--- src/rail_mask_pkg.sv ---
// Constants, encodings and reset tables for the rail mask bank
// Operation
// - First fault mask: bit7 mid ldo two, bit6 switch a, bits5..0 bucks 6..1
// - Mask 0 lets a rail fault shut down; mask 1 ignores it
// - Step-down rails 1 to 6 masks sit at bits 0 to 5, own rail only
// - Fault masks load a factory option dependent pattern at reset
// - Second fault mask: bits 0..4 ldo three, switch b1, b2, termination, ldo one
// - Set ldo one mask blocks its fault; clear lets it shut down
// - Tree mask 0 includes that rail's power good in output one tree
// - Tree mask 1 removes that rail from the output one tree
// - Tree layout: bucks 1..6 bits 0..5, switch a bit 6, ldo two bit 7
package rail_mask_pkg;

	//--------------------------------------------------------------------
	// Register map
	//--------------------------------------------------------------------
	localparam logic [7:0] FAULT_ONE_OFFSET  = 8'ha2;
	localparam logic [7:0] FAULT_TWO_OFFSET  = 8'ha3;
	localparam logic [7:0] TREE_ONE_OFFSET   = 8'ha4;

	// Field positions
	localparam int STEP_DOWN_1_BIT       = 0;
	localparam int STEP_DOWN_6_BIT       = 5;
	localparam int SWITCH_A_BIT          = 6;
	localparam int LDO_TWO_BIT           = 7;
	localparam int LDO_THREE_BIT         = 0;
	localparam int SWITCH_B_FIRST_BIT    = 1;
	localparam int SWITCH_B_SECOND_BIT   = 2;
	localparam int TERMINATION_BIT       = 3;
	localparam int LDO_ONE_BIT           = 4;
	localparam int RESV_ONE_BIT          = 5;
	localparam int RESV_ZERO_BIT         = 6;
	localparam int FAULT_TWO_RO_BIT      = 7;

	// Rail counts: first register eight rails, second five
	localparam int FAULT_RAILS           = 13;
	localparam int TREE_RAILS            = 8;

	// Writable bits of the second fault mask
	localparam logic [7:0] FAULT_TWO_WMASK = 8'h7f;

	//--------------------------------------------------------------------
	// Factory option reset tables, option 0 in the low byte
	//--------------------------------------------------------------------
	localparam logic [31:0] FAULT_ONE_RESETS = 32'hc0_40_00_c0;
	localparam logic [31:0] FAULT_TWO_RESETS = 32'h37_20_28_27;
	localparam logic [31:0] TREE_ONE_RESETS  = 32'hfc_fe_5c_fd;

	//--------------------------------------------------------------------
	// Two-wire slave
	//--------------------------------------------------------------------
	localparam logic [3:0] BITS_PER_BYTE = 4'h8;

	typedef enum logic [3:0] {
		ST_IDLE      = 4'b0000,
		ST_ADDR      = 4'b0001,
		ST_ADDR_ACK  = 4'b0010,
		ST_PTR       = 4'b0011,
		ST_PTR_ACK   = 4'b0100,
		ST_WDATA     = 4'b0101,
		ST_WDATA_ACK = 4'b0110,
		ST_RDATA     = 4'b0111,
		ST_RDATA_ACK = 4'b1000
	} link_state_t;

	// Pick one option's byte out of a packed reset table
	function automatic logic [7:0] option_reset(
		input logic [31:0] table_bits,
		input logic [1:0]  option
	);
		option_reset = table_bits[{option, 3'h0} +: 8];
	endfunction

endpackage

--- src/rail_mask_if.sv ---
// Bundle between the register bank and the mask gating logic
`timescale 1ns/10ps
`default_nettype none
interface rail_mask_if;
	import rail_mask_pkg::*;

	logic [FAULT_RAILS-1:0] fault_mask;
	logic [TREE_RAILS-1:0]  tree_mask;
	logic [FAULT_RAILS-1:0] fault;
	logic [TREE_RAILS-1:0]  good;
	logic                   shutdown;
	logic                   tree_good;

	modport bank (
		output fault_mask,
		output tree_mask,
		output fault,
		output good,
		input  shutdown,
		input  tree_good
	);

	modport gate (
		input  fault_mask,
		input  tree_mask,
		input  fault,
		input  good,
		output shutdown,
		output tree_good
	);
endinterface
`default_nettype wire

--- src/rail_mask_gate.sv ---
// Fault shutdown gating and output one power good tree
`timescale 1ns/10ps
`default_nettype none
module rail_mask_gate
	import rail_mask_pkg::*;
(
	input  wire logic i_clock,
	input  wire logic i_rst_n,
	rail_mask_if.gate masks
);

	//--------------------------------------------------------------------
	// Per rail gating
	//--------------------------------------------------------------------
	wire [FAULT_RAILS-1:0] fault_kept;
	wire [TREE_RAILS-1:0]  good_kept;

	genvar rail;
	generate
		// A masked rail can neither trip nor hold the tree low
		for (rail = 0; rail < FAULT_RAILS; rail++) begin : g_fault
			assign fault_kept[rail] = masks.fault[rail] &
				~masks.fault_mask[rail];
		end
		for (rail = 0; rail < TREE_RAILS; rail++) begin : g_tree
			assign good_kept[rail] = masks.good[rail] |
				masks.tree_mask[rail];
		end
	endgenerate

	wire shutdown_next  = |fault_kept;
	wire tree_good_next = &good_kept;

	//--------------------------------------------------------------------
	// Registered results, one cycle behind the inputs
	//--------------------------------------------------------------------
	logic shutdown_reg;
	logic tree_good_reg;

	// Reset holds shutdown off and power good low until sampled
	always_ff @(posedge i_clock) begin
		if (!i_rst_n) begin
			shutdown_reg  <= 1'b0;
			tree_good_reg <= 1'b0;
		end else begin
			shutdown_reg  <= shutdown_next;
			tree_good_reg <= tree_good_next;
		end
	end

	assign masks.shutdown  = shutdown_reg;
	assign masks.tree_good = tree_good_reg;

endmodule
`default_nettype wire

--- src/rail_mask_bank.sv ---
// Rail fault and power good tree mask registers behind a two-wire slave
`timescale 1ns/10ps
`default_nettype none
module rail_mask_bank
	import rail_mask_pkg::*;
#(
	// Factory option, 0 to 3, selects the reset patterns
	parameter logic [1:0] OPTION      = 2'h0,
	// Seven bit bus address; the value is arbitrary
	parameter logic [6:0] DEVICE_ADDR = 7'h2a
) (
	input  wire logic                   i_clock,
	input  wire logic                   i_rst_n,
	input  wire logic                   i_scl,
	input  wire logic                   i_sda,
	output logic                        o_sda,
	output logic                        o_sda_oe,
	input  wire logic [FAULT_RAILS-1:0] i_rail_fault,
	input  wire logic [TREE_RAILS-1:0]  i_rail_good,
	output logic                        o_shutdown,
	output logic                        o_general_output_one_good
);

	//--------------------------------------------------------------------
	// Reset patterns for the chosen option
	//--------------------------------------------------------------------
	localparam logic [7:0] FAULT_ONE_INIT =
		option_reset(FAULT_ONE_RESETS, OPTION);
	localparam logic [7:0] FAULT_TWO_INIT =
		option_reset(FAULT_TWO_RESETS, OPTION) & FAULT_TWO_WMASK;
	localparam logic [7:0] TREE_ONE_INIT =
		option_reset(TREE_ONE_RESETS, OPTION);

	//--------------------------------------------------------------------
	// Storage
	//--------------------------------------------------------------------
	logic [7:0]  fault_one_reg;
	logic [7:0]  fault_two_reg;
	logic [7:0]  tree_one_reg;
	logic        scl_reg;
	logic        sda_reg;
	logic        scl_prev_reg;
	logic        sda_prev_reg;
	link_state_t state_reg;
	link_state_t state_next;
	logic [3:0]  bit_cnt_reg;
	logic [7:0]  shift_reg;
	logic [7:0]  tx_reg;
	logic [7:0]  ptr_reg;
	logic        read_reg;
	logic        nack_reg;

	// Read side of the register map; unmapped offsets read zero
	function automatic logic [7:0] read_mux(
		input logic [7:0] offset,
		input logic [7:0] fault_one,
		input logic [7:0] fault_two,
		input logic [7:0] tree_one
	);
		case (offset)
			FAULT_ONE_OFFSET: read_mux = fault_one;
			FAULT_TWO_OFFSET: read_mux = fault_two & FAULT_TWO_WMASK;
			TREE_ONE_OFFSET:  read_mux = tree_one;
			default:          read_mux = 8'h00;
		endcase
	endfunction

	//--------------------------------------------------------------------
	// Bus condition decode
	//--------------------------------------------------------------------
	wire scl_rise   = scl_reg & ~scl_prev_reg;
	wire scl_fall   = ~scl_reg & scl_prev_reg;
	wire bus_start  = scl_reg & scl_prev_reg & sda_prev_reg & ~sda_reg;
	wire bus_stop   = scl_reg & scl_prev_reg & ~sda_prev_reg & sda_reg;
	wire byte_done  = (bit_cnt_reg == BITS_PER_BYTE);
	wire addr_hit   = (shift_reg[7:1] == DEVICE_ADDR);
	wire receiving  = (state_reg == ST_ADDR) || (state_reg == ST_PTR) ||
		(state_reg == ST_WDATA);
	wire write_now  = scl_fall && byte_done && (state_reg == ST_WDATA);
	wire [7:0] rd_byte = read_mux(ptr_reg, fault_one_reg, fault_two_reg,
		tree_one_reg);
	wire [7:0] ptr_inc = ptr_reg + 8'h01;

	//--------------------------------------------------------------------
	// Link state sequencing
	//--------------------------------------------------------------------
	// Start wins anywhere so a repeated start restarts the address phase
	always_comb begin
		state_next = state_reg;
		if (bus_start) begin
			state_next = ST_ADDR;
		end else if (bus_stop) begin
			state_next = ST_IDLE;
		end else if (scl_fall) begin
			case (state_reg)
				ST_ADDR: begin
					if (byte_done) begin
						state_next = addr_hit ? ST_ADDR_ACK : ST_IDLE;
					end
				end
				ST_ADDR_ACK: begin
					state_next = read_reg ? ST_RDATA : ST_PTR;
				end
				ST_PTR: begin
					if (byte_done) begin
						state_next = ST_PTR_ACK;
					end
				end
				ST_PTR_ACK: begin
					state_next = ST_WDATA;
				end
				ST_WDATA: begin
					if (byte_done) begin
						state_next = ST_WDATA_ACK;
					end
				end
				ST_WDATA_ACK: begin
					state_next = ST_WDATA;
				end
				ST_RDATA: begin
					if (byte_done) begin
						state_next = ST_RDATA_ACK;
					end
				end
				ST_RDATA_ACK: begin
					state_next = nack_reg ? ST_IDLE : ST_RDATA;
				end
				default: begin
					state_next = ST_IDLE;
				end
			endcase
		end
	end

	// Pins are taken as synchronous; one stage gives the edge history
	always_ff @(posedge i_clock) begin
		if (!i_rst_n) begin
			scl_reg      <= 1'b1;
			sda_reg      <= 1'b1;
			scl_prev_reg <= 1'b1;
			sda_prev_reg <= 1'b1;
			state_reg    <= ST_IDLE;
		end else begin
			scl_reg      <= i_scl;
			sda_reg      <= i_sda;
			scl_prev_reg <= scl_reg;
			sda_prev_reg <= sda_reg;
			state_reg    <= state_next;
		end
	end

	//--------------------------------------------------------------------
	// Bit counting and shifting
	//--------------------------------------------------------------------
	// Bits are sampled on SCL rise and the count clears as a byte closes
	always_ff @(posedge i_clock) begin
		if (!i_rst_n) begin
			bit_cnt_reg <= 4'h0;
			shift_reg   <= 8'h00;
			read_reg    <= 1'b0;
			nack_reg    <= 1'b0;
		end else if (bus_start) begin
			bit_cnt_reg <= 4'h0;
		end else if (scl_rise) begin
			if (receiving) begin
				shift_reg <= {shift_reg[6:0], sda_reg};
			end
			if (receiving || state_reg == ST_RDATA) begin
				bit_cnt_reg <= bit_cnt_reg + 4'h1;
			end
			if (state_reg == ST_RDATA_ACK) begin
				nack_reg <= sda_reg;
			end
		end else if (scl_fall && byte_done) begin
			bit_cnt_reg <= 4'h0;
			if (state_reg == ST_ADDR) begin
				read_reg <= shift_reg[0];
			end
		end
	end

	//--------------------------------------------------------------------
	// Pointer and transmit byte
	//--------------------------------------------------------------------
	// The pointer steps after each data byte so bursts walk the map
	always_ff @(posedge i_clock) begin
		if (!i_rst_n) begin
			ptr_reg <= 8'h00;
			tx_reg  <= 8'h00;
		end else if (scl_fall) begin
			if (state_reg == ST_PTR && byte_done) begin
				ptr_reg <= shift_reg;
			end else if (write_now) begin
				ptr_reg <= ptr_inc;
			end else if ((state_reg == ST_ADDR_ACK && read_reg) ||
					(state_reg == ST_RDATA_ACK && !nack_reg)) begin
				tx_reg  <= rd_byte;
				ptr_reg <= ptr_inc;
			end else if (state_reg == ST_RDATA && !byte_done) begin
				tx_reg <= {tx_reg[6:0], 1'b0};
			end
		end
	end

	//--------------------------------------------------------------------
	// Mask registers
	//--------------------------------------------------------------------
	// Reserved bits 6 and 5 are stored as written; keeping them at 0 and
	// 1 is left to the host, bit 7 never stores
	always_ff @(posedge i_clock) begin
		if (!i_rst_n) begin
			fault_one_reg <= FAULT_ONE_INIT;
			fault_two_reg <= FAULT_TWO_INIT;
			tree_one_reg  <= TREE_ONE_INIT;
		end else if (write_now) begin
			case (ptr_reg)
				FAULT_ONE_OFFSET: fault_one_reg <= shift_reg;
				FAULT_TWO_OFFSET:
					fault_two_reg <= shift_reg & FAULT_TWO_WMASK;
				TREE_ONE_OFFSET:  tree_one_reg  <= shift_reg;
				default:          fault_one_reg <= fault_one_reg;
			endcase
		end
	end

	//--------------------------------------------------------------------
	// Open-drain data pin
	//--------------------------------------------------------------------
	// Only ever pulls low; a one is sent by releasing the line
	assign o_sda    = 1'b0;
	assign o_sda_oe = (state_reg == ST_ADDR_ACK) ||
		(state_reg == ST_PTR_ACK) || (state_reg == ST_WDATA_ACK) ||
		(state_reg == ST_RDATA && !tx_reg[7]);

	//--------------------------------------------------------------------
	// Mask gating
	//--------------------------------------------------------------------
	rail_mask_if masks ();

	// Fault order: first register bits 7..0, then second bits 4..0
	assign masks.fault_mask = {fault_two_reg[LDO_ONE_BIT:LDO_THREE_BIT],
		fault_one_reg};
	assign masks.tree_mask  = tree_one_reg;
	assign masks.fault      = i_rail_fault;
	assign masks.good       = i_rail_good;

	rail_mask_gate u_gate (
		.i_clock (i_clock),
		.i_rst_n (i_rst_n),
		.masks   (masks.gate)
	);

	assign o_shutdown                = masks.shutdown;
	assign o_general_output_one_good = masks.tree_good;

endmodule
`default_nettype wire

--- config.mk ---
export PLATFORM = sky130hd
export DESIGN_NAME = rail_mask_bank
export DESIGN_NICKNAME = d
export VERILOG_FILES = /design/src/rail_mask_pkg.sv /design/src/rail_mask_if.sv /design/src/rail_mask_gate.sv /design/src/rail_mask_bank.sv
export SDC_FILE = /design/constraint.sdc
export NUM_CORES = 1
export LEC_CHECK = 0
export ABC_CLOCK_PERIOD_IN_PS = 5050
export BUFFER_PORTS_ARGS = -buffer_cell sky130_fd_sc_hd__clkbuf_2
export CAP_MARGIN = 25
export CORE_MARGIN = 2
export CORE_UTILIZATION = 64
export CTS_BUF_LIST = sky130_fd_sc_hd__clkbuf_4
export DETAILED_ROUTE_END_ITERATION = 10
export PLACE_DENSITY = 0.84
export SYNTH_ARGS = -nofsm -noshare
export SYNTH_HDL_FRONTEND = slang
export SYNTH_SLANG_ARGS = --single-unit
--- constraint.sdc ---
create_clock -name i_clock -period 5.05 [get_ports i_clock]
set_clock_uncertainty 0.2 [all_clocks]
set_input_delay 0.505 -clock i_clock [delete_from_list [all_inputs] [get_ports i_clock]]
set_output_delay 0.505 -clock i_clock [all_outputs]
set_load 0.02 [all_outputs]
==> reports/metrics.csv, run 1 <==
metric;value;unit
Post-Syn Nets;457;
Most used DFF post-synth;sky130_fd_sc_hd__dfxtp_1;
CTS H-tree depth;3;
number of hold violations in the final report;0;
Post-Syn Area per Cell;8.27;um^2
run status;complete, no violations;
Setup Total Neg Slack;0;ns
number of cells upsized or downsized after cts;0;
share of the clock period used by the worst path;0.505;
overall die area;0.00613;mm^2
DRC errors left;0;
average via count per standard cell;6.39;
cell type with the largest total area after synthesis;sky130_fd_sc_hd__dfxtp_1;
multiplexer share of the synthesized area;0.0680;
routed length on met3;668;um
most frequent cells in the layout;sky130_fd_sc_hd__dfxtp_1, sky130_fd_sc_hd__nand2_1, sky130_fd_sc_hd__nor2_1;
area of the mapped netlist;0.00353;mm^2
Die X-Extent;78.3;um
Worst path slowest cell;sky130_fd_sc_hd__dfxtp_1;
xor/xnor cell area share of the yosys netlist;0.00744;
violation count after the first detailed-routing iteration;326;
maximum frequency from static timing analysis;392;MHz
number of search-and-repair iterations in the first detailed-routing pass;5;
critical hold path startpoint;i_sda;
wire length of the first global-routing pass;14600;um
number of cells in the design after placement;492;
detailed placer's ending HPWL;6050;um
total number of clock tree sinks;63;
Worst slew margin;0.398;
power density normalized to cell area;229;mW/mm^2
crit path setup slack, layout;2.50;ns
Synth Area in Compound Gates;0.230;
flops & latches, synth;63;
Least-Margin Pin Slew;0.897;ns
Top-Level Pins;29;
effective utilization at floorplan;0.653;
number of port buffers;27;
largest fanout on the critical path;16;
chip height;78.3;um
VDD IR max;164;uV
adder-cell area share of the yosys netlist;0.0177;
number of CTS-inserted buffers;9;
RSZ-0062 raised after global routing;false;
Pins Over Slew Limit;0;
most common cell after layout, fill and taps aside;sky130_fd_sc_hd__dfxtp_1;
kind of launch point of the worst setup path;flop;
Floorplan Core Area;0.00541;mm^2
hold bufs inserted after CTS;0;
required time of the critical path;4.35;ns
buffer depth of the longest clock path;2;
fin area;0.00373;mm^2
TritonCTS clock tree;done;
final critical delay including setup and external delays;2.55;ns
CP Class;flop to output pin;
number of placement rows;27;
Placement Cell Area;0.00362;mm^2
post-synthesis cell count;427;
total grt overflow;0;
antenna viol nets, final;0;
share of synthesized cell area in and, or, nand and nor gates;0.247;
Area contributors post-synth;sky130_fd_sc_hd__dfxtp_1, sky130_fd_sc_hd__mux2i_1, sky130_fd_sc_hd__nand2_1;
GRT Total Usage;0.301;
launching instance or port of the critical path;state_reg[1];
top-area cell type share of the netlist area;0.357;
top layer used by detailed routing;met4;
final routed wirelength across all metal layers;8720;um
Setup-failing EPs final;0;
critical path endpoint category;output pin;
arrival time at the worst endpoint;1.85;ns
CTS Root Cell;sky130_fd_sc_hd__clkbuf_4;
worst slack, placed;2.68;ns
antenna violations before repair;0;
fill cell instance count of the final layout;436;
path class of the lowest-slack min-delay path;input port to flop;
routed len/inst;17.2;um
post-CTS clock slew at the launch and capture registers of the worst setup and hold paths;0.10;ns
max capacitance violation total;0;
startpoint of the most critical register-to-register path;bit_cnt_reg[0];
async set-reset flop share out of synthesis;0;
number of distinct library cell variants in the gate-level netlist after synthesis;69;
metal2 WL;3770;um
Power Total;0.856;mW
clock latency of the later-clocked register in the worst-skew pair;0.42;ns
vias in the first global route;3003;
combinational family with the most area after synthesis;simple AND/OR/NAND/NOR gates;
delay of the slowest cell on the worst path;0.67;ns
static leakage;1.36;nW
Synthesis Warnings;0;
number of nets in the layout;461;
signed area change from the synthesized netlist to the final layout;5.60;%
M1 WL;4070;um
total number of vias;3245;
buffers inserted during post-CTS setup optimization;0;
share of final-layout standard cells stronger than drive strength 1;0.122;
Routability Congestion;0.911;
crit-path cells;inv_1 > o21ai_0 > a2bb2oi_1 > nor2_1 > clkbuf_2;
Final Non-Filler Cells;508;
part of the Yosys area used for sequential elements;0.357;
number of inserted diodes;0;
EDFF count, synth;0;
largest net degree at the start of global routing;42;
## synth_stat cells (2+ instances only)
cell type / instances
sky130_fd_sc_hd__a211oi_1: 4
sky130_fd_sc_hd__a21oi_1: 23
sky130_fd_sc_hd__a221oi_1: 4
sky130_fd_sc_hd__a22oi_1: 9
sky130_fd_sc_hd__a311oi_1: 4
sky130_fd_sc_hd__a31oi_1: 3
sky130_fd_sc_hd__and2b_1: 2
sky130_fd_sc_hd__and3_1: 2
sky130_fd_sc_hd__and3b_1: 3
sky130_fd_sc_hd__and4_1: 2
sky130_fd_sc_hd__buf_1: 2
sky130_fd_sc_hd__buf_2: 13
sky130_fd_sc_hd__buf_4: 2
sky130_fd_sc_hd__buf_6: 2
sky130_fd_sc_hd__clkbuf_1: 16
sky130_fd_sc_hd__dfxtp_1: 63
sky130_fd_sc_hd__ha_1: 5
sky130_fd_sc_hd__inv_1: 20
sky130_fd_sc_hd__mux2i_1: 24
sky130_fd_sc_hd__nand2_1: 46
sky130_fd_sc_hd__nand2b_1: 5
sky130_fd_sc_hd__nand3_1: 21
sky130_fd_sc_hd__nand4_1: 4
sky130_fd_sc_hd__nand4b_1: 3
sky130_fd_sc_hd__nor2_1: 29
sky130_fd_sc_hd__nor2b_1: 3
sky130_fd_sc_hd__nor3_1: 22
sky130_fd_sc_hd__nor3b_2: 2
sky130_fd_sc_hd__nor4b_1: 2
sky130_fd_sc_hd__o211a_1: 2
sky130_fd_sc_hd__o21a_1: 9
sky130_fd_sc_hd__o21ai_0: 17
sky130_fd_sc_hd__o21bai_1: 2
sky130_fd_sc_hd__o221a_1: 7
sky130_fd_sc_hd__o22a_1: 4
sky130_fd_sc_hd__o22ai_1: 6
sky130_fd_sc_hd__o32ai_1: 6
sky130_fd_sc_hd__or3_1: 2
sky130_fd_sc_hd__xor2_1: 2
## metal layers
layer,global-route usage,vias to the layer above
met5,0,-
met4,0.144,0
met3,0.0644,19
met2,0.436,142
met1,0.426,1506
li1,-,1578
## where the power goes
part	switching (mW)	internal, mW
Clock	0.194	0.103
Sequential	0.00662	0.500
Combinational	0.0310	0.0213
## critical path: cells and delay by family (launching register included)
| family | cells | cell delay, ns |
|---|---|---|
| flip-flops | 1 | 0.67 |
| buffers and inverters | 2 | 0.35 |
| AO/OA/AOI/OAI | 2 | 0.29 |
| AND/OR/NAND/NOR | 1 | 0.12 |
## layout make-up
cell class	count	area (um^2)	area share
Sequential cell	63	1260	0.338
Timing Repair Buffer	29	170	0.0456
Inverter	20	75.1	0.0201
Tap cell	72	90.1	0.0242
Multi-Input combinational cell	308	2020	0.542
Clock buffer	10	75.1	0.0201
Clock inverter	6	37.5	0.0101
## final timing paths
check | endpoint | slack [ns] | cells after the start
hold reg to reg | fault_one_reg[4] | 0.29 | 2
setup / recovery | o_sda_oe | 2.50 | 5
setup reg to reg | ptr_reg[5] | 2.61 | 6
hold / removal | sda_reg | 0.06 | 2
## logic make-up after synthesis
group,Yosys count
flops,63
compound gates,113
other cells,1
buf+inv,56
simple gates,162
xor+xnor,3
mux,24
fa+ha+maj,5
## metrics by stage
stage | util | hold WS, ns
detailed placement | 0.669 | 0.270
floorplan | - | 0.234
global placement | 0.664 | 0.246
finish | 0.690 | 0.0583
global route | 0.690 | 0.0640
CTS | 0.690 | 0.0502
(Power assumes the default switching activity.)
==> run 2: changes to the inputs <==
--- a/config.mk
+++ b/config.mk
@@ -5,14 +5,14 @@
 export SDC_FILE = /design/constraint.sdc
 export NUM_CORES = 1
 export LEC_CHECK = 0
-export ABC_CLOCK_PERIOD_IN_PS = 5050
+export ABC_CLOCK_PERIOD_IN_PS = 2500
 export BUFFER_PORTS_ARGS = -buffer_cell sky130_fd_sc_hd__clkbuf_2
 export CAP_MARGIN = 25
 export CORE_MARGIN = 2
-export CORE_UTILIZATION = 64
+export CORE_UTILIZATION = 62
 export CTS_BUF_LIST = sky130_fd_sc_hd__clkbuf_4
 export DETAILED_ROUTE_END_ITERATION = 10
-export PLACE_DENSITY = 0.84
+export PLACE_DENSITY = 0.82
 export SYNTH_ARGS = -nofsm -noshare
 export SYNTH_HDL_FRONTEND = slang
 export SYNTH_SLANG_ARGS = --single-unit
==> constraint.sdc (replaced) <==
create_clock -name i_clock -period 2.5 [get_ports i_clock]
set_clock_uncertainty 0.2 [all_clocks]
set_input_delay 0.25 -clock i_clock [delete_from_list [all_inputs] [get_ports i_clock]]
set_output_delay 0.25 -clock i_clock [all_outputs]
set_load 0.02 [all_outputs]
==> run 2 against run 1 <==
Net effect: cell count rose by 3.3%; flip-flop and latch count unchanged; critical path depth is the same; critical path type unchanged; largest cell class unchanged; routed wire length rose by 4.5%; register-to-register slack got worse by 2.4 ns; utilization up 1.8 points; combinational power up 140%.
==> reports/metrics.csv, run 2 (synthesis gave the netlist of run 1 again) <==
metric;value;unit
TritonCTS clock tree;done;
violation count after the first detailed-routing iteration;315;
overall die area;0.00631;mm^2
clock latency of the later-clocked register in the worst-skew pair;0.42;ns
final routed wirelength across all metal layers;9110;um
sequential share of power;0.535;
crit path setup slack, layout;0.195;ns
critical path endpoint category;output pin;
number of instances on the worst hold path;3;
number of inserted diodes;0;
Die X-Extent;79.5;um
switch share;0.238;
share of final-layout standard cells stronger than drive strength 1;0.139;
share of the clock period used by the worst path;0.922;
Floorplan Core Area;0.00551;mm^2
wire length of the first global-routing pass;15300;um
relative contribution of combinational cells to total power;0.064;
worst slack, placed;0.195;ns
total grt overflow;0;
switching component of the power;0.452;mW
power density normalized to cell area;488;mW/mm^2
routed len/inst;17.4;um
most frequent cells in the layout;sky130_fd_sc_hd__dfxtp_1, sky130_fd_sc_hd__nand2_1, sky130_fd_sc_hd__nor2_1;
GRT Total Usage;0.310;
buffer depth of the longest clock path;2;
number of placement rows;27;
share of total power in the clock network;0.400;
signed area change from the synthesized netlist to the final layout;10.3;%
largest fanout on the critical path;16;
DRC errors left;0;
run status;complete, no violations;
number of nets in the layout;479;
CTS H-tree depth;3;
antenna violations before repair;0;
number of cells traversed by the worst register-to-register path;5;
Setup Total Neg Slack;0;ns
Least-Margin Pin Slew;0.762;ns
number of hold violations in the final report;0;
path class of the lowest-slack min-delay path;input port to flop;
RSZ-0062 raised after global routing;false;
most common cell after layout, fill and taps aside;sky130_fd_sc_hd__dfxtp_1;
detailed placer's ending HPWL;6300;um
Pins Over Slew Limit;0;
static leakage;1.47;nW
internal power;1.45;mW
number of port buffers;27;
CTS Root Cell;sky130_fd_sc_hd__clkbuf_4;
kind of launch point of the worst setup path;flop;
antenna viol nets, final;0;
required time of the critical path;2.05;ns
total number of vias;3327;
number of CTS-inserted buffers;9;
total number of clock tree sinks;63;
chip height;79.5;um
maximum frequency from static timing analysis;434;MHz
VDD IR max;420;uV
number of search-and-repair iterations in the first detailed-routing pass;5;
max capacitance violation total;0;
post-CTS clock slew at the launch and capture registers of the worst setup and hold paths;0.11;ns
Top-Level Pins;29;
average via count per standard cell;6.34;
effective utilization at floorplan;0.641;
CP Class;flop to output pin;
Setup-failing EPs final;0;
final critical delay including setup and external delays;2.31;ns
largest net degree at the start of global routing;41;
buffers inserted during post-CTS setup optimization;0;
arrival time at the worst endpoint;1.86;ns
Routability Congestion;0.915;
Worst slew margin;0.491;
vias in the first global route;3152;
-- run 2: changes by cell type in the layout (fill, tap and decap cells not counted), moves of 2 or more --
cell,before,now
sky130_fd_sc_hd__buf_4,1,13
sky130_fd_sc_hd__dlygate4sd3_1,0,7
sky130_fd_sc_hd__clkinvlp_4,4,0
sky130_fd_sc_hd__bufinv_16,0,2
-- run 2: final timing paths --
path	startpoint	to	slack [ns]
hold / removal	i_rst_n	sda_prev_reg	0.12
hold reg to reg	fault_two_reg[4]	fault_two_reg[4]	0.29
setup reg to reg	fault_two_reg[3]	u_gate.masks.shutdown	0.20
setup / recovery	state_reg[1]	o_sda_oe	0.19
-- run 2: layout make-up --
| cell class | instances | area (um^2) |
|---|---|---|
| Clock buffer | 9 | 67.6 |
| Fill cell | 447 | 1610 |
| Tap cell | 72 | 90.1 |
| Clock inverter | 6 | 76.3 |
| Timing Repair Buffer | 47 | 303 |
| Multi-Input combinational cell | 308 | 2020 |
| Sequential cell | 63 | 1260 |
| Inverter | 20 | 75.1 |
-- run 2: through the flow --
step	hold slack, ns	total power [mW]	utilization	area (um^2)	std cells
floorplan	0.151	1.11	-	3530	427
global placement	0.231	1.15	0.668	3680	503
detailed placement	0.234	1.15	0.668	3680	503
CTS	0.120	1.91	0.707	3890	525
global route	0.162	1.96	0.708	3900	525
finish	0.123	1.90	0.708	3900	525
-- run 2: power groups by stage --
stage / clock network (mW) / registers [mW] / logic, mW
after floorplan: 0 / 1.04 / 0.0703
final: 0.761 / 1.02 / 0.123
after CTS: 0.768 / 1.02 / 0.120
after global routing: 0.802 / 1.02 / 0.135
after detailed placement: 0 / 1.04 / 0.111
after global placement: 0 / 1.04 / 0.108
-- run 2: repair_timing --
action                     4_1_cts  5_1_grt
hold endpoints to repair         4        0
resized for setup                0        1
hold buffers                     7        0
setup endpoints to repair        0        1
-- run 2: critical path: stages, from the launching register on --
cell	delay, ns
sky130_fd_sc_hd__dfxtp_1	0.67
sky130_fd_sc_hd__inv_1	0.20
sky130_fd_sc_hd__o21ai_0	0.20
sky130_fd_sc_hd__a2bb2oi_1	0.08
sky130_fd_sc_hd__nor2_1	0.11
sky130_fd_sc_hd__clkbuf_2	0.18
-- run 2: routing by layer --
layer  wire length, um  part of all wire  vias to the layer above  global-route usage
met2              4010              0.44                      149               0.455
met5                 0                 0                        -                   0
met4               281             0.031                        0               0.141
met3               754             0.083                       27              0.0645
met1              4070              0.45                     1546               0.435
li1                  -                 -                     1605                   -
